### src/sfpe_map.vh
`ifndef SFPE_MAP_VH
`define SFPE_MAP_VH

// command opcodes, sent most significant bit first
`define SFPE_OP_READ_ID      8'hAB
`define SFPE_OP_PROGRAM      8'h02
`define SFPE_OP_BULK_ERASE   8'hC7
`define SFPE_OP_SECTOR_ERASE 8'hD8

// status bit positions
`define SFPE_ST_WIP 0
`define SFPE_ST_WEL 1

// field sizes
`define SFPE_ADDR_W      24
`define SFPE_PAGE_W      8
`define SFPE_FIFO_DEPTH  8
`define SFPE_SECTOR_BITS 16
`define SFPE_ADDR_BITS   23

// system clock rate
`define SFPE_CLK_KHZ 40'd100000

// self-timed cycle lengths, typical figures; the limits are 5 ms, 6/10/40/160 s and 3 s
`define SFPE_T_PROG_US   40'd1500
`define SFPE_T_BULK0_MS  40'd3000
`define SFPE_T_BULK1_MS  40'd5000
`define SFPE_T_BULK2_MS  40'd17000
`define SFPE_T_BULK3_MS  40'd68000
`define SFPE_T_SECTOR_MS 40'd2000

`define SFPE_PROG_CYC   (`SFPE_T_PROG_US * `SFPE_CLK_KHZ / 40'd1000)
`define SFPE_BULK0_CYC  (`SFPE_T_BULK0_MS * `SFPE_CLK_KHZ)
`define SFPE_BULK1_CYC  (`SFPE_T_BULK1_MS * `SFPE_CLK_KHZ)
`define SFPE_BULK2_CYC  (`SFPE_T_BULK2_MS * `SFPE_CLK_KHZ)
`define SFPE_BULK3_CYC  (`SFPE_T_BULK3_MS * `SFPE_CLK_KHZ)
`define SFPE_SECTOR_CYC (`SFPE_T_SECTOR_MS * `SFPE_CLK_KHZ)

`endif

### src/sfpe_top.v
`timescale 1ns/1ps
`default_nettype none
`include "sfpe_map.vh"

module sfpe_fifo #(
    parameter W     = 32,
    parameter DEPTH = 8,
    parameter AW    = 3
) (
    input  wire         clk_sys,
    input  wire         rst,
    input  wire         in_valid,
    output wire         in_ready,
    input  wire [W-1:0] in_data,
    output wire         out_valid,
    input  wire         out_ready,
    output wire [W-1:0] out_data
);
    reg [W-1:0]  mem_q [0:DEPTH-1];
    reg [AW-1:0] wr_q;
    reg [AW-1:0] rd_q;
    reg [AW:0]   cnt_q;
    wire push = in_valid & in_ready;
    wire pop  = out_valid & out_ready;
    assign in_ready  = (cnt_q != DEPTH[AW:0]);
    assign out_valid = (cnt_q != {(AW+1){1'b0}});
    assign out_data  = mem_q[rd_q];
    always @(posedge clk_sys) begin
        if (push) begin
            mem_q[wr_q] <= in_data;
        end
    end
    always @(posedge clk_sys or posedge rst) begin
        if (rst) begin
            wr_q  <= {AW{1'b0}};
            rd_q  <= {AW{1'b0}};
            cnt_q <= {(AW+1){1'b0}};
        end else begin
            if (push) begin
                wr_q <= (wr_q == DEPTH[AW-1:0] - 1'b1) ? {AW{1'b0}} : wr_q + 1'b1;
            end
            if (pop) begin
                rd_q <= (rd_q == DEPTH[AW-1:0] - 1'b1) ? {AW{1'b0}} : rd_q + 1'b1;
            end
            if (push & ~pop) begin
                cnt_q <= cnt_q + 1'b1;
            end else if (pop & ~push) begin
                cnt_q <= cnt_q - 1'b1;
            end
        end
    end
endmodule

// Operation
// RL1: identification read opens with opcode 0xAB, most significant bit first.
// RL2: identification opcode during a program or erase cycle is ignored.
// RL3: after three dummy bytes the code shifts out on falling clock edges.
// RL4: the code repeats while select stays low and clocks continue.
// RL5: page program opcode is 0x02 and needs the write-enable latch set.
// RL6: host keeps select low through opcode, three address bytes, data.
// RL7: data past page end wraps to the start of the same page.
// RL8: beyond 256 bytes only the final 256 are programmed.
// RL9: fewer bytes program their addresses; rest of the page untouched.
// RL10: programming starts only if select rises right after a whole byte.
// RL11: write-enable latch clears before each program completes; here a set arriving in the same cycle as the start keeps it set.
// RL12: select rising after valid program sequence starts a self-timed cycle.
// RL13: write-in-progress reads 1 during the cycle and 0 afterwards.
// RL14: bulk erase opcode 0xC7 needs write enable and sets all to ones.
// RL15: bulk erase starts when select rises right after the opcode.
// RL16: bulk erase time for the two small variants, 3 s or 5 s.
// RL17: bulk erase time for the two large variants, 17 s or 68 s.
// RL18: sector erase opcode 0xD8 needs write enable and erases the sector.
// RL19: sector erase takes three address bytes; any inside address selects it.
// RL20: host raises select to end the sector erase command.
// RL21: sector erase starts when select rises and takes about 2 s.
// RL22: either erase holds write-in-progress and clears the latch; here a set arriving in the same cycle as the start keeps it set.
// RL23: address bits above the device density are ignored.
// RL24: write-in-progress sits at status bit 0, readable at any time.
// RL25: every incoming bit is sampled on a rising serial clock edge.
// RL26: program or erase opcode with the latch clear is ignored.
// RL27: opcode decoding begins only after select goes high then low.
module sfpe_top #(
    parameter [7:0]  ID_CODE     = 8'h5A,  // arbitrary value
    parameter        ADDR_BITS   = `SFPE_ADDR_BITS,
    parameter        SECTOR_BITS = `SFPE_SECTOR_BITS,
    parameter        FIFO_DEPTH  = `SFPE_FIFO_DEPTH,
    parameter [39:0] PROG_CYC    = `SFPE_PROG_CYC,
    parameter [39:0] BULK_CYC    = `SFPE_BULK3_CYC,
    parameter [39:0] SECT_CYC    = `SFPE_SECTOR_CYC
) (
    input  wire        clk_sys,
    input  wire        rst,
    input  wire        serial_clock,
    input  wire        chip_select_n,
    input  wire        serial_command_in,
    output reg         serial_data_out,
    output reg         serial_data_oe_n,
    input  wire        write_enable_set,
    output wire [7:0]  status_q,
    output wire        mem_wr_valid,
    input  wire        mem_wr_ready,
    output wire [23:0] mem_wr_addr,
    output wire [7:0]  mem_wr_data,
    output reg         erase_valid,
    output reg         erase_bulk,
    output reg  [23:0] erase_addr
);
    localparam [7:0] ST_IDLE  = 8'h01;
    localparam [7:0] ST_OP    = 8'h02;
    localparam [7:0] ST_ADDR  = 8'h04;
    localparam [7:0] ST_DUMMY = 8'h08;
    localparam [7:0] ST_ID    = 8'h10;
    localparam [7:0] ST_DATA  = 8'h20;
    localparam [7:0] ST_ARM   = 8'h40;
    localparam [7:0] ST_IGN   = 8'h80;
    localparam [2:0] E_IDLE  = 3'h1;
    localparam [2:0] E_DRAIN = 3'h2;
    localparam [2:0] E_WAIT  = 3'h4;
    localparam [31:0] AMASK32 = (32'h1 << ADDR_BITS) - 32'h1;
    localparam [31:0] SMASK32 = ~((32'h1 << SECTOR_BITS) - 32'h1);
    localparam [23:0] AMASK   = AMASK32[23:0];
    localparam [23:0] SMASK   = SMASK32[23:0];
    // pins: bit 0 clock, bit 1 data in, bit 2 select
    wire [2:0] pin_in = {chip_select_n, serial_command_in, serial_clock};
    reg  [2:0] s1_q;
    reg  [2:0] s2_q;
    reg  [2:0] s3_q;
    reg  [2:0] f_q;
    reg  [2:0] fp_q;
    genvar g;
    generate
        for (g = 0; g < 3; g = g + 1) begin : g_sync
            always @(posedge clk_sys or posedge rst) begin
                if (rst) begin
                    s1_q[g] <= (g == 2);
                    s2_q[g] <= (g == 2);
                    s3_q[g] <= (g == 2);
                    f_q[g]  <= (g == 2);
                    fp_q[g] <= (g == 2);
                end else begin
                    s1_q[g] <= pin_in[g];
                    s2_q[g] <= s1_q[g];
                    s3_q[g] <= s2_q[g];
                    // a change only counts once two stages agree
                    if (s2_q[g] == s3_q[g]) begin
                        f_q[g] <= s3_q[g];
                    end
                    fp_q[g] <= f_q[g];
                end
            end
        end
    endgenerate
    wire sck_rise = f_q[0] & ~fp_q[0];
    wire sck_fall = ~f_q[0] & fp_q[0];
    wire sdi      = f_q[1];
    wire cs_high  = f_q[2];
    wire cs_rise  = f_q[2] & ~fp_q[2];
    reg [7:0]   state_q;
    reg [7:0]   op_q;
    reg [7:0]   sh_q;
    reg [4:0]   bits_q;
    reg [23:0]  addr_q;
    reg [7:0]   wr_ptr_q;
    reg         any_byte_q;
    reg [2:0]   id_idx_q;
    reg [7:0]   page_q [0:255];
    reg [255:0] pvalid_q;
    reg [2:0]   eng_q;
    reg [7:0]   idx_q;
    reg [39:0]  timer_q;
    reg         wip_q;
    reg         wel_q;
    wire [7:0] nsh = {sh_q[6:0], sdi};
    wire       may_write = ~wip_q & wel_q;
    wire       byte_done = sck_rise & (state_q == ST_DATA) & (bits_q == 5'd7);
    wire       go_prog = cs_rise & (state_q == ST_DATA) & (bits_q == 5'd0) & any_byte_q; // [RL10]
    wire       go_erase = cs_rise & (state_q == ST_ARM); // [RL15] [RL20] [RL21]
    assign status_q = {6'h00, wel_q, wip_q}; // [RL24]
    always @(posedge clk_sys or posedge rst) begin
        if (rst) begin
            state_q          <= ST_IDLE;
            op_q             <= 8'h00;
            sh_q             <= 8'h00;
            bits_q           <= 5'h00;
            addr_q           <= 24'h000000;
            wr_ptr_q         <= 8'h00;
            any_byte_q       <= 1'b0;
            id_idx_q         <= 3'h7;
            serial_data_out  <= 1'b0;
            serial_data_oe_n <= 1'b1;
            pvalid_q         <= {256{1'b0}};
        end else if (cs_high) begin
            state_q          <= ST_IDLE;
            serial_data_oe_n <= 1'b1;
        end else if (state_q == ST_IDLE) begin
            state_q <= ST_OP; // [RL27]
            bits_q  <= 5'h00;
        end else if (sck_rise) begin // [RL25]
            case (state_q)
                ST_OP: begin
                    sh_q   <= nsh;
                    bits_q <= bits_q + 5'd1;
                    if (bits_q == 5'd7) begin
                        bits_q <= 5'h00;
                        op_q   <= nsh;
                        case (nsh)
                            `SFPE_OP_READ_ID: begin
                                state_q <= wip_q ? ST_IGN : ST_DUMMY; // [RL1] [RL2]
                            end
                            `SFPE_OP_PROGRAM: begin
                                state_q    <= may_write ? ST_ADDR : ST_IGN; // [RL5] [RL26]
                                any_byte_q <= 1'b0;
                                if (may_write) begin
                                    pvalid_q <= {256{1'b0}}; // [RL9]
                                end
                            end
                            `SFPE_OP_BULK_ERASE: begin
                                state_q <= may_write ? ST_ARM : ST_IGN; // [RL14] [RL26]
                            end
                            `SFPE_OP_SECTOR_ERASE: begin
                                state_q <= may_write ? ST_ADDR : ST_IGN; // [RL18] [RL26]
                            end
                            default: begin
                                state_q <= ST_IGN;
                            end
                        endcase
                    end
                end
                ST_ADDR: begin
                    addr_q <= {addr_q[22:0], sdi};
                    bits_q <= bits_q + 5'd1;
                    if (bits_q == 5'd23) begin
                        bits_q   <= 5'h00;
                        wr_ptr_q <= {addr_q[6:0], sdi};
                        state_q  <= (op_q == `SFPE_OP_PROGRAM) ? ST_DATA : ST_ARM; // [RL19]
                    end
                end
                ST_DUMMY: begin
                    bits_q <= bits_q + 5'd1;
                    if (bits_q == 5'd23) begin
                        bits_q   <= 5'h00;
                        id_idx_q <= 3'h7;
                        state_q  <= ST_ID; // [RL3]
                    end
                end
                ST_DATA: begin
                    sh_q   <= nsh;
                    bits_q <= (bits_q == 5'd7) ? 5'h00 : bits_q + 5'd1;
                    if (byte_done) begin
                        // the pointer wraps inside the page, so later bytes overwrite earlier ones
                        pvalid_q[wr_ptr_q] <= 1'b1; // [RL9]
                        wr_ptr_q           <= wr_ptr_q + 8'd1; // [RL7] [RL8]
                        any_byte_q         <= 1'b1;
                    end
                end
                ST_ARM: begin
                    // extra bits after the command void it
                    state_q <= ST_IGN; // [RL15]
                end
                default: begin
                    state_q <= state_q;
                end
            endcase
        end else if (sck_fall & (state_q == ST_ID)) begin
            serial_data_out  <= ID_CODE[id_idx_q]; // [RL3]
            serial_data_oe_n <= 1'b0;
            id_idx_q         <= id_idx_q - 3'd1; // [RL4]
        end
    end
    always @(posedge clk_sys) begin
        if (byte_done & ~cs_high) begin
            page_q[wr_ptr_q] <= nsh;
        end
    end
    wire        fifo_in_ready;
    wire        fifo_in_valid = (eng_q == E_DRAIN) & pvalid_q[idx_q];
    wire [23:0] page_base = addr_q & AMASK & 24'hFFFF00; // [RL23]
    wire [31:0] fifo_in_data = {page_base[23:8], idx_q, page_q[idx_q]};
    wire [31:0] fifo_out_data;
    wire        advance = ~pvalid_q[idx_q] | fifo_in_ready;
    assign mem_wr_addr = fifo_out_data[31:8];
    assign mem_wr_data = fifo_out_data[7:0];
    sfpe_fifo #(
        .W     (32),
        .DEPTH (FIFO_DEPTH),
        .AW    (3)
    ) u_fifo (
        .clk_sys   (clk_sys),
        .rst       (rst),
        .in_valid  (fifo_in_valid),
        .in_ready  (fifo_in_ready),
        .in_data   (fifo_in_data),
        .out_valid (mem_wr_valid),
        .out_ready (mem_wr_ready),
        .out_data  (fifo_out_data)
    );
    always @(posedge clk_sys or posedge rst) begin
        if (rst) begin
            eng_q       <= E_IDLE;
            idx_q       <= 8'h00;
            timer_q     <= 40'h0000000000;
            wip_q       <= 1'b0;
            wel_q       <= 1'b0;
            erase_valid <= 1'b0;
            erase_bulk  <= 1'b0;
            erase_addr  <= 24'h000000;
        end else begin
            erase_valid <= 1'b0;
            // a set arriving with the start still wins
            if (write_enable_set & ~wip_q) begin
                wel_q <= 1'b1;
            end else if (go_prog | go_erase) begin
                wel_q <= 1'b0; // [RL11] [RL22]
            end
            if (timer_q != 40'h0000000000) begin
                timer_q <= timer_q - 40'd1;
            end
            case (eng_q)
                E_IDLE: begin
                    idx_q <= 8'h00;
                    if (go_prog) begin
                        eng_q   <= E_DRAIN; // [RL12]
                        timer_q <= PROG_CYC;
                        wip_q   <= 1'b1; // [RL13]
                    end else if (go_erase) begin
                        eng_q       <= E_WAIT;
                        wip_q       <= 1'b1; // [RL22]
                        erase_valid <= 1'b1;
                        if (op_q == `SFPE_OP_BULK_ERASE) begin
                            erase_bulk <= 1'b1; // [RL14]
                            erase_addr <= 24'h000000;
                            timer_q    <= BULK_CYC; // [RL16] [RL17]
                        end else begin
                            erase_bulk <= 1'b0;
                            erase_addr <= addr_q & AMASK & SMASK; // [RL18] [RL19] [RL23]
                            timer_q    <= SECT_CYC; // [RL21]
                        end
                    end
                end
                E_DRAIN: begin
                    // memory back-pressure stalls the walk through the page
                    if (advance) begin
                        idx_q <= idx_q + 8'd1;
                        if (idx_q == 8'hFF) begin
                            eng_q <= E_WAIT;
                        end
                    end
                end
                E_WAIT: begin
                    // status stays busy until the memory has taken every byte
                    if ((timer_q == 40'h0000000000) & ~mem_wr_valid) begin
                        wip_q <= 1'b0; // [RL13] [RL22]
                        eng_q <= E_IDLE;
                    end
                end
                default: begin
                    eng_q <= E_IDLE;
                end
            endcase
        end
    end
endmodule
`default_nettype wire

### config.mk
export PLATFORM = sky130hd
export DESIGN_NAME = sfpe_top
export DESIGN_NICKNAME = d
export VERILOG_FILES = /design/src/sfpe_top.v
export VERILOG_INCLUDE_DIRS = /design/src
export SDC_FILE = /design/constraint.sdc
export NUM_CORES = 2
export LEC_CHECK = 0
export BUFFER_PORTS_ARGS = -buffer_cell sky130_fd_sc_hd__buf_2
export CAP_MARGIN = 20
export CORE_UTILIZATION = 31
export CTS_CLUSTER_SIZE = 8
export DETAILED_ROUTE_END_ITERATION = 7
export PLACE_DENSITY_LB_ADDON = 0.05
export SLEW_MARGIN = 20
export SYNTH_ARGS = -nofsm -noshare
export SYNTH_HDL_FRONTEND = slang
export SYNTH_SLANG_ARGS = --single-unit
### constraint.sdc
create_clock -name clk_sys -period 17 [get_ports clk_sys]
set_input_delay 3.4 -clock clk_sys [delete_from_list [all_inputs] [get_ports clk_sys]]
set_output_delay 3.4 -clock clk_sys [all_outputs]
set_load 0.005 [all_outputs]
== Yosys cells after proc, flatten, opt, wreduce, memory -nomap -nowiden ==
Memories as Yosys holds them, arrays and structs flattened. A register that Yosys moved wholly into a read port is not among the register bits.
Index checks and enable logic that the tools add are counted.
Operators by class
  bitwise operators: 34
  reduce and logical (&&, ||, !) cells: 35
  add/sub/neg operators: 9
  multiplexer cells: 73
  equal/unequal tests: 41
  $lt $le $gt $ge: 3
Operators by type and width (count)
  $mux W256: 4
  $pmux W256 S2: 1
  $or A256 B256 Y256: 1
  $mux W40: 4
  $mux W8: 12
  $eq A8 B8 Y1 const B: 5
  $logic_not A40 Y1: 1
  $reduce_bool A40 Y1: 1
  $sub A40 B1 Y40 const B: 1
  $mux W3: 11
  $mux W33: 1
  $pmux W8 S2: 2
  $pmux W8 S4: 1
  $eq A8 B2 Y1 const B: 3
  $pmux W8 S3: 1
  $mux W23: 1
  $mux W1: 22
  $mux W5: 4
  $and A1 B1 Y1: 19
  $lt A8 B9 Y1 const B: 2
  $ne A2 B2 Y1 const B: 9
  $reduce_bool A2 Y1: 9
  $add A8 B1 Y8 const B: 2
  $ne A4 B4 Y1 const B: 4
  other kinds (42): 74
Word-level totals
  memories: 3
  flip-flop bits (word level): 423
  input bits: 7
  memory bits (writable): 2296
  memory bits (read-only): 8
Memory list
  page_q: depth 256, width 8, read ports 1, clocked after Yosys merged registers in 0, wr ports 1, line sfpe_top.v:166  | reg [7:0] page_q [0:255];
  u_fifo.mem_q: depth 8, width 31, read ports 1, clocked after Yosys merged registers in 0, wr ports 1, line sfpe_top.v:19  | reg [W-1:0] mem_q [0:DEPTH-1];
  (no name shown): depth 8, width 1, read ports 1, clocked after Yosys merged registers in 1, wr ports 0, line sfpe_top.v:265  | serial_data_out <= ID_CODE[id_idx_q];

== Depth between registers and ports, before layout ==
  depth in word-level cells: 9
  gate-level depth with buffers: 19

== By module ==
A second synthesis with hierarchy kept.
Unflattened totals
  cell total of the unflattened synthesis: 5408
  area total of the unflattened synthesis: 107346.7 µm²
Modules (own cells, without submodules)
  sfpe_top: area each 97050.6 µm², cells an instance 4971, sequential area each 71447.3 µm², times used 1
  sfpe_fifo: area each 10296.1 µm², cells an instance 437, sequential area each 7937.6 µm², times used 1

== Worst setup path before layout ==
No wires, ideal clock.
  path kind: register -> register
  start: register idx_q[0]
  end: memory u_fifo.mem_q[2][0] (netlist name) (enable)
  data arrival time: 5.622 ns
  buffers on the path: 4
  stages on the path, launching flop included: 13
  required time: 16.503 ns
  path slack: 10.881 ns
  setup time: 0.497 ns
  cell sequence: dfrtp_1 > buf_6 > buf_6 > buf_4 > buf_4 > mux2i_1 > a22oi_1 > o311a_1 > a311oi_1 > o31ai_1 > nor3_2 > nor2_1 > nor4bb_1
Between the ends
  word-level cells in the longest chain between the ends: 6
RTL lines
  start: declaration: line sfpe_top.v:169  | reg [7:0] idx_q;
  start signal: assignment: line sfpe_top.v:343  | idx_q <= idx_q + 8'd1;
  $bmux W1 S8: line sfpe_top.v:276  | wire fifo_in_valid = (eng_q == E_DRAIN) & pvalid_q[idx_q];
  $mux W1 (not written as such): line sfpe_top.v:276
  $and A1 B1 Y1: line sfpe_top.v:276
  $and A1 B1 Y1: line sfpe_top.v:23  | wire push = in_valid & in_ready;
  net u_fifo.push: line sfpe_top.v:23
  $mux W1: line sfpe_top.v:29  | if (push) begin
  $mux W1 (not written as such): line sfpe_top.v:30  | mem_q[wr_q] <= in_data;
  end: declaration: line sfpe_top.v:19
The timed path passes the listed nets, and every way through them passes these cells. The select of a mux whose other input is x is not followed.

== Worst setup path in the final report ==
  start: register u_fifo.rd_q[0]
  end: output mem_wr_data[5]
Between the ends
  word-level cells in the longest chain between the ends: 1
RTL lines
  start: declaration: line sfpe_top.v:21  | reg [AW-1:0] rd_q;
  start signal: assignment: line sfpe_top.v:36  | rd_q <= {AW{1'b0}};
  start signal: assignment: line sfpe_top.v:43  | rd_q <= (rd_q == DEPTH[AW-1:0] - 1'b1) ? {AW{1'b0}} : rd_q + 1'b1;
  $mem_v2 Z8 W31
  end: declaration: line sfpe_top.v:103  | output wire [7:0] mem_wr_data,
No other way between the ends.

==> impl_results.md <==
- Top delay family on crit path: multiplexers
- Cells after DPL: just under 10,000
- Worst stage delay on the critical path: 0.80 ns
- CTS Hold Bufs: 0
- Skew-Pair Late Insertion Delay: 0.93 ns
- Starting density of the core: 0.3117
- Row count: 215
- Final Hold Viols: 0
- Worst Clk Skew: 0.03674 ns
- Simple-gate share of the synthesized area: 0.03825
- Synth Cell Area: 107,000 sq um
- Reported max-cap violation count: 0
- Crit path kind: flop to output pin
- Clock Path Buffers: 4
- DRC violations left: 0
- Post-synthesis sequential area ratio: 0.7397
- GR Overflow Total: 0
- TritonRoute pass-1 iters: 7
- Synthesis-stage register bit count: around 2,700
- Final standard cell utilization of the core: 0.3591
- CP max stage cell: buf_4
- IO Count: 76
- Starting DRT DRC Count: 4,659
- Async SR Flop Fraction: 0.1506
- Area of the die: between 300,000 and 400,000 sq um
- PortBufs: 51
- HP Class: flop to flop
- Status: completed
- Die X: 589.5 um
- GPL Wtd Cong: between 0.7 and 0.8
- Dpl ws: 9.741 ns
- Least-Margin Pin Slew: 1.363 ns
- RSZ-0062 raised after global routing: no
- Post-synthesis cell count: 5,421
- Core Area: around 340,000 sq um
- Die height: 589.5 um
- Post-DP HPWL: 184,100 um
- Largest family of logic cells by synthesized area: multiplexers
- P&R area growth vs syn: 15.19%
- Crit path buf inv count: 2
- Pins Over Slew Limit: 0
- Yosys warning total: 0
- Share of layout cells above drive strength 1: 0.2756
- Layout Cells excl Fill: between 10,000 and 15,000
- Critical Path AT: 3.85 ns
- Total Routing Usage GR: 0.1822
- Max VDD drop: 77.89 uV
- Mux cell area share after synthesis: 0.1767
- Prevailing post-synth register cell: edfxtp_1
- Clk pin slew, worst setup/hold paths: roughly 0.050 ns
- CTS Buf Count: 378
- CTS tree: done
- First-pass GRT wire length: 450,600 um
- Post-Route WL: 317,900 um
- # Post-CTS Setup Buffers: 0
- DR vias/cell: 5.123
- Synth unique cells: 80
- CP max FO: 38
- Period utilization: 0.4263
- Net count, final: between 5,000 and 6,000
- Clock Root Buffer: clkbuf_16
- Vias in the first global route: 55,490
- Clk sinks: 2,703
- Setup slack after layout: 9.752 ns
- Final min period: between 7 and 8 ns
- Post-DRT Antenna Nets: 0
- Slew HR: 0.09116
- Initial antenna violation count: 23
- P_leak: approximately 39 nW
- CP required: 13.60 ns
- PwrDens: about 120 nW/um^2
- Startpoint Class: flop
- Fraction of the mapped netlist area in adder cells: 0.002456
- TNS Setup: 0 ns
- Crit-path cells: buf_4 -> mux4_2 -> mux2_2 -> buf_2
- Via count: 53,050
- Hold slack final: ~0.35 ns
- CTS resizes: 0
- Fmax: 0.1380 GHz
- WL/cell: 30.69 um
- Number of synthesized flops with an enable pin: around 2,300
- Synth Area in Compound Gates: 0.02285
- Average size of a mapped cell: 19.74 sq um
- H-tree depth: 5
- Worst setup EP type: output pin
- Endpoints failing setup: 0
- Largest net degree at the start of global routing: a little over 200
- Synth Area in XOR/XNOR: 0.003356
-- Yosys cell counts, drive strengths merged (7+ instances only) --
| cell type | count | area, sq um |
|---|---|---|
| edfxtp | 2296 | 68950 |
| mux4 | 791 | 17810 |
| nor2 | 608 | 2282 |
| dfrtp | 396 | 9910 |
| a21oi | 302 | 1511 |
| clkbuf | 222 | 833.3 |
| buf | 144 | 840.8 |
| nand2 | 131 | 494.2 |
| mux2 | 79 | 889.6 |
| o21ai | 37 | 185.2 |
| nor3 | 33 | 175.2 |
| inv | 29 | 108.9 |
| xnor2 | 29 | 254.0 |
| nand3 | 25 | 125.1 |
| and3 | 23 | 143.9 |
| nor4 | 21 | 152.6 |
| mux2i | 20 | 200.2 |
| ha | 17 | 212.7 |
| and2 | 12 | 75.08 |
| nor2b | 12 | 75.07 |
| xor2 | 12 | 105.1 |
| a22o | 11 | 96.34 |
| dfstp | 11 | 289.0 |
| nand2b | 11 | 68.82 |
| a31oi | 10 | 62.56 |
| nand4 | 10 | 62.56 |
| or4 | 9 | 71.32 |
| nand4b | 8 | 70.07 |
| or3 | 8 | 50.05 |
| a221oi | 7 | 61.31 |
| o31ai | 7 | 66.31 |
-- cells by family after synthesis --
family	count (synthesis)
flip-flops	2703
AND/OR/NAND/NOR	940
multiplexers	890
AO/OA/AOI/OAI	429
buffers and inverters	396
XOR/XNOR	41
adder cells (fa/ha/maj)	21
other	1
-- cell usage in the layout (no fill, tap or decap), drive strengths merged, types with 13 or more instances in the layout --
| master | count |
|---|---|
| edfxtp | 2296 |
| diode | 15 |
| nand2 | 131 |
| mux4 | 791 |
| dfrtp | 396 |
| nor3 | 33 |
| mux2i | 20 |
| nand3 | 25 |
| conb | 24 |
| buf | 204 |
| ha | 17 |
| clkbuf | 482 |
| inv | 37 |
| o21ai | 37 |
| nor4 | 21 |
| a21oi | 302 |
| xnor2 | 29 |
| and3 | 23 |
| clkinv | 13 |
| nor2 | 608 |
| mux2 | 79 |
-- stage by stage --
stage          power (mW)  area, sq um
5_1_grt             14.92       123200
2_1_floorplan       7.633       107100
3_5_place_dp        7.724       112800
3_3_place_gp        7.717       112700
6_report            14.45       123200
4_1_cts             14.66       123100
-- state kept, by name, indices dropped and copies added (netlist names), 4 cells and up --
| name | cells |
|---|---|
| timer_q | 40 |
| idx_q | 8 |
| state_q | 8 |
| bits_q | 5 |
| wr_ptr_q | 8 |
| sh_q | 7 |
| u_fifo.cnt_q | 4 |
| page_q | 2048 |
| pvalid_q | 256 |
| u_fifo.mem_q | 248 |
| addr_q | 23 |
| erase_addr | 7 |
| op_q | 8 |
-- layout make-up --
class,instances,area (sq um)
clock buffer,482,10040
tap,4557,5702
sequential,2703,79200
antenna,15,37.54
inverter,30,127.6
clock inverter,20,279.0
multi-input combinational,2345,26390
timing repair buffer,204,1473
fill,31870,220000
-- final timing paths --
| path | from | cells after the start | end | slack, ns |
|---|---|---|---|---|
| worst max-delay path | u_fifo.rd_q[0] | 4 | mem_wr_data[5] | 9.75 |
| worst min-delay path | s1_q[1] | 0 | s2_q[1] | 0.35 |
| worst max register to register | idx_q[1] | 9 | u_fifo.mem_q[3][5] | 10.02 |
| worst min register to register | s1_q[1] | 0 | s2_q[1] | 0.35 |
| max in group asynchronous | rst | 5 | erase_addr[17] | 11.36 |
| min in group asynchronous | rst | 2 | pvalid_q[18] | 2.62 |
-- power by group --
part | internal [mW] | switching, mW
Clock | 4.06 | 2.80
Sequential | 7.25 | 0.0680
Combinational | 0.0882 | 0.193
-- layer usage --
metal	track usage	up-vias	wire length, um
met1	0.2655	29000	146900
met5	0	-	0
met2	0.2884	1410	149700
li1	-	22270	-
met3	0.02655	374	14730
met4	0.04191	0	6514
No activity file was read; power rests on OpenSTA's default activity.
